`src/shared/charge_limit_hit_flag_pkg.sv`:
```
`default_nettype none
package charge_limit_hit_flag_pkg;
    // charge limit behaviour encodings
    localparam logic [1:0] BEH_REPORT = 2'h0;
    localparam logic [1:0] BEH_REPORT_DISC = 2'h1;
    localparam logic [1:0] BEH_DISC_SLEEP = 2'h2;
    localparam logic [1:0] BEH_IGNORE = 2'h3;
    localparam logic [1:0] BEH_RESET = BEH_REPORT_DISC;
    // register offsets of the interrupt status registers
    localparam logic [7:0] ADDR_IRQ_STATUS_A = 8'h03;
    localparam logic [7:0] ADDR_IRQ_STATUS_B = 8'h04;
    // status bit positions
    localparam int ST_ERR = 0;
    localparam int ST_CHARGE_LIMIT_HIT_FLAG = 1;
    localparam int ST_FAULT = 2;
    // accumulator and charge widths
    localparam int CHARGE_W = 16;
    localparam logic [15:0] CHARGE_ZERO = 16'h0000;
    // timing at 40 MHz
    localparam int CLK_MHZ = 40;
    localparam int RETRY_WAIT_US = 20000;
    localparam int RETRY_CHECK_US = 3000;
    localparam int RETRY_WAIT_CYC = RETRY_WAIT_US * CLK_MHZ;
    localparam int RETRY_CHECK_CYC = RETRY_CHECK_US * CLK_MHZ;
    localparam int CNT_W = 24;
    // port power states
    typedef enum logic [1:0] {
        PST_ACTIVE,
        PST_STANDBY,
        PST_SLEEP,
        PST_ERROR
    } pwr_state_e;
endpackage
`default_nettype wire

```
`src/shared/port_ctl_if.sv`:
```
`timescale 1ns/1ps
`default_nettype none
interface port_ctl_if;
    import charge_limit_hit_flag_pkg::*;
    logic enable;
    logic enable_rise;
    logic enable_fall;
    logic [1:0] behavior;
    logic limit_enable;
    logic limit_clear;
    logic threshold_hit;
    logic [5:0] fault_in;
    logic tlow;
    logic const_current;
    logic latch_set;
    logic err_clear;
    logic status_read;
    logic retry_tick_wait;
    logic retry_tick_check;
    logic switch_on;
    logic alert;
    logic charge_limit_hit_flag_flag;
    logic err_flag;
    logic charge_clear;
    logic accum_run;
    pwr_state_e state;
    modport top (output enable, enable_rise, enable_fall, behavior,
        limit_enable, limit_clear, threshold_hit, fault_in, tlow,
        const_current, latch_set, err_clear, status_read,
        retry_tick_wait, retry_tick_check,
        input switch_on, alert, charge_limit_hit_flag_flag, err_flag, charge_clear,
        accum_run, state);
    modport port (input enable, enable_rise, enable_fall, behavior,
        limit_enable, limit_clear, threshold_hit, fault_in, tlow,
        const_current, latch_set, err_clear, status_read,
        retry_tick_wait, retry_tick_check,
        output switch_on, alert, charge_limit_hit_flag_flag, err_flag, charge_clear,
        accum_run, state);
endinterface
`default_nettype wire

```
`src/logic/port_charge_limit_hit_flag_fault.sv`:
```
`timescale 1ns/1ps
`default_nettype none
module port_charge_limit_hit_flag_fault (
    input wire logic sys_clk, // system clock
    input wire logic rstn, // sync reset, low
    port_ctl_if.port p // per-port control bundle
);
    import charge_limit_hit_flag_pkg::*;

    pwr_state_e state_r, state_nxt;
    logic [1:0] beh_r, beh_nxt;
    logic hit_r, hit_nxt;
    logic alert_r, alert_nxt;
    logic err_r, err_nxt;
    logic phase_r, phase_nxt; // 0 wait, 1 check
    logic clr_r, clr_nxt;
    logic fault_now, tlow_fault;
    pwr_state_e en_state;

    // low limit counts only with switch in cc mode or at enable rise
    always_comb begin
        tlow_fault = p.tlow && (p.const_current || p.enable_rise);
        fault_now = (|p.fault_in) || tlow_fault;
        en_state = p.enable ? PST_ACTIVE : PST_STANDBY;
    end

    // next-state logic for one port, all state local to the port
    always_comb begin
        state_nxt = state_r;
        beh_nxt = p.behavior;
        hit_nxt = hit_r;
        alert_nxt = alert_r;
        err_nxt = err_r;
        phase_nxt = phase_r;
        // charge held at zero while rationing is off, even in error
        clr_nxt = !p.limit_enable;
        case (state_r)
            PST_ERROR: begin
                if (p.status_read) begin
                    alert_nxt = 1'b0;
                end
                if (!p.latch_set) begin
                    if (!phase_r && p.retry_tick_wait) begin
                        phase_nxt = 1'b1;
                    end else if (phase_r && p.retry_tick_check) begin
                        phase_nxt = 1'b0;
                        if (!fault_now) begin
                            state_nxt = en_state;
                            err_nxt = 1'b0;
                            // keep alert if rationing still reports
                            alert_nxt = hit_r &&
                                (beh_r != BEH_IGNORE) &&
                                (beh_r != BEH_DISC_SLEEP);
                        end
                    end
                end else if (p.enable_fall || p.err_clear) begin
                    // single check; host repeats if fault remains
                    if (!fault_now) begin
                        state_nxt = en_state;
                        err_nxt = 1'b0;
                    end
                    if (p.enable_fall) begin
                        alert_nxt = 1'b0;
                    end
                end
            end
            default: begin
                if (fault_now && p.enable) begin
                    state_nxt = PST_ERROR;
                    err_nxt = 1'b1;
                    alert_nxt = 1'b1;
                    phase_nxt = 1'b0;
                end else begin
                    if (p.status_read) begin
                        alert_nxt = 1'b0;
                    end
                    if (p.enable_rise || p.enable_fall) begin
                        alert_nxt = 1'b0;
                    end
                    if (state_r != PST_SLEEP || !hit_r) begin
                        state_nxt = en_state;
                    end
                    // threshold crossing, only in active
                    if (!hit_r && p.threshold_hit && p.limit_enable &&
                        state_r == PST_ACTIVE) begin
                        hit_nxt = 1'b1;
                        case (p.behavior)
                            BEH_REPORT: alert_nxt = 1'b1;
                            BEH_REPORT_DISC: alert_nxt = 1'b1;
                            BEH_DISC_SLEEP: state_nxt = PST_SLEEP;
                            default: ;
                        endcase
                    end else if (hit_r && p.behavior != beh_r) begin
                        case (p.behavior)
                            BEH_IGNORE: begin
                                alert_nxt = 1'b0;
                                state_nxt = en_state;
                            end
                            BEH_REPORT: begin
                                alert_nxt = 1'b1;
                                state_nxt = en_state;
                            end
                            BEH_REPORT_DISC: begin
                                alert_nxt = 1'b1;
                                state_nxt = en_state;
                            end
                            default: begin
                                alert_nxt = 1'b0;
                                state_nxt = PST_SLEEP;
                            end
                        endcase
                    end
                    if (p.limit_clear) begin
                        clr_nxt = 1'b1;
                        if (hit_r) begin
                            hit_nxt = 1'b0;
                            if (beh_r != BEH_DISC_SLEEP) begin
                                alert_nxt = 1'b0;
                            end
                            state_nxt = en_state;
                        end
                    end
                    if (!p.limit_enable) begin
                        clr_nxt = 1'b1;
                        if (hit_r) begin
                            hit_nxt = 1'b0;
                            alert_nxt = 1'b0;
                            state_nxt = en_state;
                        end
                    end
                end
            end
        endcase
    end

    // registers
    always_ff @(posedge sys_clk) begin
        if (!rstn) begin
            state_r <= PST_STANDBY;
            beh_r <= BEH_RESET;
            hit_r <= 1'b0;
            alert_r <= 1'b0;
            err_r <= 1'b0;
            phase_r <= 1'b0;
            clr_r <= 1'b0;
        end else begin
            state_r <= state_nxt;
            beh_r <= beh_nxt;
            hit_r <= hit_nxt;
            alert_r <= alert_nxt;
            err_r <= err_nxt;
            phase_r <= phase_nxt;
            clr_r <= clr_nxt;
        end
    end

    // switch stays open while a disconnecting limit is latched
    assign p.switch_on = (state_r == PST_ACTIVE) &&
        !(hit_r && (beh_r == BEH_REPORT_DISC || beh_r == BEH_DISC_SLEEP));
    assign p.alert = alert_r;
    assign p.charge_limit_hit_flag_flag = hit_r;
    assign p.err_flag = err_r;
    assign p.charge_clear = clr_r;
    assign p.accum_run = (state_r == PST_ACTIVE) && p.limit_enable;
    assign p.state = state_r;
endmodule
`default_nettype wire

```
`src/logic/charge_limit_hit_flag_fault_state_control.sv`:
```
`timescale 1ns/1ps
`default_nettype none
// Contract
// - report to disconnect opens switch, alert kept
// - to sleep: release alert, open, sleep
// - change to ignore releases rationing alert
// - leaving disconnecting behaviours re-samples enables
// - disconnect to sleep: release alert, sleep
// - leaving sleep for report asserts alert
// - sleep to disconnect: enable state, switch open
// - enable cleared early zeroes charge
// - enable cleared late clears flag, alert, rechecks
// - clear command zeroes charge, accumulation continues
// - late clear runs behaviour reset sequence
// - reset clears charge, flag, alert, rechecks
// - rationing acts only in active state
// - latch select picks mode, auto default
// - listed conditions are faults
// - low thermal limit conditional fault
// - low thermal limit otherwise not fault
// - auto mode: error, wait, check, return
// - release alert only if nothing else asserts
// - latched mode rechecks on host command
// - unread alert held until enable toggles
// - status read drops alert, error stays
module charge_limit_hit_flag_fault_state_control #(
    parameter int WAIT_CYC = charge_limit_hit_flag_pkg::RETRY_WAIT_CYC, // retry wait
    parameter int CHECK_CYC = charge_limit_hit_flag_pkg::RETRY_CHECK_CYC // retry check
) (
    input wire logic sys_clk, // 40 MHz clock
    input wire logic rstn, // sync reset, low
    input wire logic [1:0] port_power_enable, // port enables
    input wire logic [3:0] charge_limit_behavior, // 2 bits per port
    input wire logic [1:0] charge_limit_enable, // per port
    input wire logic [1:0] charge_limit_clear, // write-one pulse
    input wire logic [1:0] threshold_hit, // charge reached limit
    input wire logic [11:0] fault_in, // 6 fault sources per port
    input wire logic thermal_low_limit, // die above low limit
    input wire logic [1:0] const_current, // switch in cc mode
    input wire logic latch_set, // 1 latched, 0 auto
    input wire logic [1:0] err_clear, // host clears error bit
    input wire logic reg_rd, // register read strobe
    input wire logic [7:0] reg_addr, // register address
    output logic [7:0] reg_rdata, // read data
    output logic [1:0] switch_on, // power switch closed
    output logic [1:0] alert_n_oe, // low drives alert low
    output logic [1:0] charge_limit_hit_flag, // rationing status
    output logic [1:0] charge_clear, // zero accumulators
    output logic [1:0] accum_run, // accumulation allowed
    output logic [3:0] power_state // 2 bits per port
);
    import charge_limit_hit_flag_pkg::*;

    logic [1:0] en_d_r, en_d_nxt;
    logic [CNT_W-1:0] cnt_r, cnt_nxt;
    logic tick_w_r, tick_w_nxt, tick_c_r, tick_c_nxt;
    logic [7:0] rdata_nxt;
    logic [1:0] rd_hit;
    logic [7:0] stat [2];
    logic [1:0] sw_w, al_w, fl_w, cc_w, ar_w, er_w;
    logic [3:0] ps_w;

    // read decode; status reads drop the per-port alert
    always_comb begin
        rd_hit = 2'h0;
        rdata_nxt = reg_rdata;
        if (reg_rd && reg_addr == ADDR_IRQ_STATUS_A) begin
            rd_hit = 2'h1;
            rdata_nxt = stat[0];
        end else if (reg_rd && reg_addr == ADDR_IRQ_STATUS_B) begin
            rd_hit = 2'h2;
            rdata_nxt = stat[1];
        end else if (reg_rd) begin
            rdata_nxt = 8'h00;
        end
    end

    // free-running retry timer shared by both ports
    always_comb begin
        en_d_nxt = port_power_enable;
        tick_w_nxt = 1'b0;
        tick_c_nxt = 1'b0;
        cnt_nxt = cnt_r + 1'b1;
        if (cnt_r == CNT_W'(WAIT_CYC - 1)) begin
            tick_w_nxt = 1'b1;
        end
        if (cnt_r == CNT_W'(WAIT_CYC + CHECK_CYC - 1)) begin
            tick_c_nxt = 1'b1;
            cnt_nxt = '0;
        end
    end

    always_ff @(posedge sys_clk) begin
        if (!rstn) begin
            en_d_r <= 2'h0;
            cnt_r <= '0;
            tick_w_r <= 1'b0;
            tick_c_r <= 1'b0;
            reg_rdata <= 8'h00;
        end else begin
            en_d_r <= en_d_nxt;
            cnt_r <= cnt_nxt;
            tick_w_r <= tick_w_nxt;
            tick_c_r <= tick_c_nxt;
            reg_rdata <= rdata_nxt;
        end
    end

    // one instance per port; retry timer, latch select and low limit are shared
    for (genvar i = 0; i < 2; i++) begin : g_port
        port_ctl_if pif ();
        assign pif.enable = port_power_enable[i];
        assign pif.enable_rise = port_power_enable[i] && !en_d_r[i];
        assign pif.enable_fall = !port_power_enable[i] && en_d_r[i];
        assign pif.behavior = charge_limit_behavior[2*i +: 2];
        assign pif.limit_enable = charge_limit_enable[i];
        assign pif.limit_clear = charge_limit_clear[i];
        assign pif.threshold_hit = threshold_hit[i];
        assign pif.fault_in = fault_in[6*i +: 6];
        assign pif.tlow = thermal_low_limit;
        assign pif.const_current = const_current[i];
        assign pif.latch_set = latch_set;
        assign pif.err_clear = err_clear[i];
        assign pif.status_read = rd_hit[i];
        assign pif.retry_tick_wait = tick_w_r;
        assign pif.retry_tick_check = tick_c_r;
        assign sw_w[i] = pif.switch_on;
        assign al_w[i] = pif.alert;
        assign fl_w[i] = pif.charge_limit_hit_flag_flag;
        assign er_w[i] = pif.err_flag;
        assign cc_w[i] = pif.charge_clear;
        assign ar_w[i] = pif.accum_run;
        assign ps_w[2*i +: 2] = pif.state;
        always_comb begin
            stat[i] = 8'h00;
            stat[i][ST_ERR] = er_w[i];
            stat[i][ST_CHARGE_LIMIT_HIT_FLAG] = fl_w[i];
            stat[i][ST_FAULT] = |fault_in[6*i +: 6];
        end
        port_charge_limit_hit_flag_fault u_port (
            .sys_clk(sys_clk),
            .rstn(rstn),
            .p(pif.port)
        );
    end

    // outputs registered once more so they come from flops
    always_ff @(posedge sys_clk) begin
        if (!rstn) begin
            switch_on <= 2'h0;
            alert_n_oe <= 2'h3;
            charge_limit_hit_flag <= 2'h0;
            charge_clear <= 2'h0;
            accum_run <= 2'h0;
            power_state <= {PST_STANDBY, PST_STANDBY};
        end else begin
            switch_on <= sw_w;
            alert_n_oe <= ~al_w;
            charge_limit_hit_flag <= fl_w;
            charge_clear <= cc_w;
            accum_run <= ar_w;
            power_state <= ps_w;
        end
    end
endmodule
`default_nettype wire

```
`config.mk`:
```
export PLATFORM = sky130hd
export DESIGN_NAME = charge_limit_hit_flag_fault_state_control
export DESIGN_NICKNAME = d
export VERILOG_FILES = /design/src/shared/charge_limit_hit_flag_pkg.sv /design/src/shared/port_ctl_if.sv /design/src/logic/port_charge_limit_hit_flag_fault.sv /design/src/logic/charge_limit_hit_flag_fault_state_control.sv
export SDC_FILE = /design/constraint.sdc
export NUM_CORES = 1
export LEC_CHECK = 0
export BUFFER_PORTS_ARGS = -buffer_cell sky130_fd_sc_hd__buf_2
export CAP_MARGIN = 20
export CELL_PAD_IN_SITES_DETAIL_PLACEMENT = 1
export CELL_PAD_IN_SITES_GLOBAL_PLACEMENT = 2
export CORE_MARGIN = 3
export CORE_UTILIZATION = 30
export CTS_CLUSTER_DIAMETER = 60
export DETAILED_ROUTE_END_ITERATION = 12
export GPL_TIMING_DRIVEN = 0
export PLACE_DENSITY = 0.71
export SLEW_MARGIN = 20
export SYNTH_ARGS = -nofsm -noshare
export SYNTH_HDL_FRONTEND = slang
export SYNTH_HIERARCHICAL = 1
export SYNTH_SLANG_ARGS = --single-unit
```
`constraint.sdc`:
```
create_clock -name sys_clk -period 2.4 [get_ports sys_clk]
set_clock_uncertainty 0.05 [all_clocks]
set_input_delay 0.6 -clock sys_clk [delete_from_list [all_inputs] [get_ports sys_clk]]
set_output_delay 0.6 -clock sys_clk [all_outputs]
set_load 0.01 [all_outputs]
```
==> metrics.md <==
| Metric | Value |
|---|---|
| Status | `completed` |
| Worst-Skew Late Latency | `0.34 ns` |
| Mapped cell area | `about 3100 um^2` |
| # hold bufs at CTS | `0` |
| Crit path launch | `cnt_r[0]` |
| Setup bufs post-CTS | `0` |
| Core Rows | `36` |
| Startpoint types | `flop` |
| Antenna violations before repair | `0` |
| Leak | `1.44 nW` |
| N_diodes | `0` |
| Worst path required time | `around 2.6 ns` |
| Routed Antenna Nets | `0` |
| Xor/xnor cell area share of the yosys netlist | `0.0423` |
| Initial Util | `0.314` |
| Clock slew at reported path FFs | `0.07 ns` |
| Mean post-synth cell area | `about 8.6 um^2` |
| Ys flop type | `dfxtp_1` |
| Final setup fails | `0` |
| Vias per cell | `around 5.1` |
| Hold Crit Class | `flop to flop` |
| Synth Area in Compound Gates | `0.178` |
| Clock power frac | `0.393` |
| Final-report max-slew violation count | `0` |
| Distinct cells, synth | `between 50 and 60` |
| Area of the die | `approximately 12000 um^2` |
| TritonCTS Buffers | `9` |
| TNS Setup | `0 ns` |
| CP Max Fanout | `10` |
| Tmin final | `~2.0 ns` |
| Fmax | `just over 0.5 GHz` |
| Routability cong. | `a little under 0.8` |
| # DRC | `0` |
| Cells after Synth | `between 300 and 400` |
| Synth Area in Adders | `0.0201` |
| Commonest non-fill, non-tap cell in the layout | `dfxtp_1` |
| Global-route wire length before repair | `approximately 14000 um` |
| Commonest non-fill, non-tap cells in the layout | `dfxtp_1 (63), buf_2 (60), nor2_1 (29), nand2_1 (28), a21oi_1 (25)` |
| Die Wd | `around 110 um` |
| Ports | `63` |
| Worst hold margin | `around 0.35 ns` |
| Routed via count | `approximately 2900` |
| Worst Path Arrival | `roughly 2.2 ns` |
| Fin crit share | `0.827` |
| NetSw | `approximately 0.00057 W` |
| DPL Wire Length | `between 6000 and 7000 um` |
| Asr flop ratio synth | `0` |
| Final Hold Vio Count | `0` |
| Ys Warns | `6` |
| Final wirelength | `~8700 um` |
| Total grt overflow | `0` |
| Max-Cap Viols | `0` |
| Nets | `approximately 480` |
| TritonCTS Sinks | `63` |
| Largest family of logic cells by synthesized area | `simple AND/OR/NAND/NOR gates` |
| DP Worst Slack | `0.0961 ns` |
| Post_cts resized | `0` |
| Final setup margin | `slightly above 0.4 ns` |
| Worst r2r src | `cnt_r[0]` |
| Vias in the first global route | `around 2900` |
| Routed len/inst | `approximately 15 um` |
| Die Span Y | `around 110 um` |
| Root buffer cell | `clkbuf_8` |
| Layout area overhead | `20.7%` |
| Initial DRC count | `between 40 and 50` |
| Flop and latch count out of synthesis | `between 60 and 70` |
| IR drop worst, VDD | `~210 uV` |
| Switching share of power | `0.264` |
| Hold Startpoint | `g_port[0].u_port/p.alert` |
| Core footprint | `9910 um^2` |
| Comb pwr share | `0.101` |
| Internal power | `approximately 0.0016 W` |
| Tot GR Track Use | `0.155` |
| Htree depth | `3` |
| CP Class | `flop to flop` |
| Post-synthesis mux area share | `0` |
| First-pass detailed-route iteration total | `4` |
| Synth Area in Simple Gates | `0.308` |
| Number of synthesized flops with an enable pin | `0` |
| Power share of the sequential group | `0.505` |
| Worst setup EP type | `flop` |
| # fillers | `1229` |
| CTS tree | `built` |
| Port Buffers | `57` |
| PD cells | `just under 600 nW/um^2` |
| Max Root-Sink Buffers | `2` |
| Layout cell share with drive strength beyond 1 | `0.215` |
| RSZ-0062 raised after global routing | `no` |
| Largest net degree at the start of global routing | `15` |
| Sequential area share after synthesis | `0.406` |
## metal layers
layer / up-vias / global-route usage / routed length [um]
li1: 1445 / - / -
met1: 1390 / 0.197 / 4230
met2: 57 / 0.259 / 3940
met3: 11 / 0.0270 / 367
met4: 0 / 0.0622 / 130
met5: - / 0 / 0
## power groups by stage
stage                     Clock [W]  Sequential, W  Combinational, W
final                      0.000855        0.00110          0.000221
after global routing       0.000935        0.00110          0.000248
after CTS                  0.000881        0.00110          0.000224
after detailed placement          0        0.00112          0.000222
after global placement            0        0.00112          0.000219
after floorplan                   0        0.00112          0.000125
## through the flow
step	power (W)	utilization	instances	instance area (um^2)
floorplan	0.00125	-	364	3120
global placement	0.00134	0.361	554	3570
detailed placement	0.00135	0.361	554	3570
CTS	0.00220	0.379	570	3750
global route	0.00229	0.379	570	3750
finish	0.00217	0.379	570	3750
## path summary, 6_finish.rpt
check	to	slack, ns	cells after the start
hold / removal	alert_n_oe[0]	0.35	1
hold reg to reg	alert_n_oe[0]	0.35	1
setup / recovery	cnt_r[3]	0.42	6
setup reg to reg	cnt_r[3]	0.42	6
## worst max-delay path, cell delays in order (launching register included)
cell and delay [ns]:
dfxtp_1 0.35, ha_1 0.15, clkbuf_1 0.36, nand4_1 0.19, o21ai_1 0.38, buf_2 0.32
nor2_1 0.08
## cell families (layout without fill, tap and decap cells)
logic type / after synthesis / in the layout
compound gates: 87 / 87
xor+xnor: 15 / 15
fa+ha+maj: 5 / 5
buf+inv: 29 / 102
flops: 63 / 63
other cells: 1 / 5
simple gates: 160 / 160
## flip-flops by register name (all words and copies together), names as in the netlist, 3 cells and up
register               cells
g_port.u_port/beh_r        4
reg_rdata                  3
g_port.u_port/p.state      4
cnt_r                     24
power_state                4
## synthesized netlist by cell type, types with 10 or more instances
master   number  share of area
inv_1        11          0.013
nor2_1       29          0.035
nand3_1      13          0.021
a21oi_1      25          0.040
dfxtp_1      63           0.41
o31ai_1      10          0.024
and2_1       19          0.038
xor2_1       10          0.028
o21ai_0      16          0.026
nand4_1      12          0.024
nand2_1      28          0.034
## layout make-up
type,count,area (um^2),share of cell area
clock inverter,3,17.5,0.00467
clock buffer,13,159,0.0424
tap,133,166,0.0444
timing repair buffer,57,285,0.0761
multi-input combinational,272,1720,0.459
sequential,63,1260,0.336
buffer,16,90.1,0.0240
inverter,13,48.8,0.0130
No activity file was read; power rests on OpenSTA's default activity.
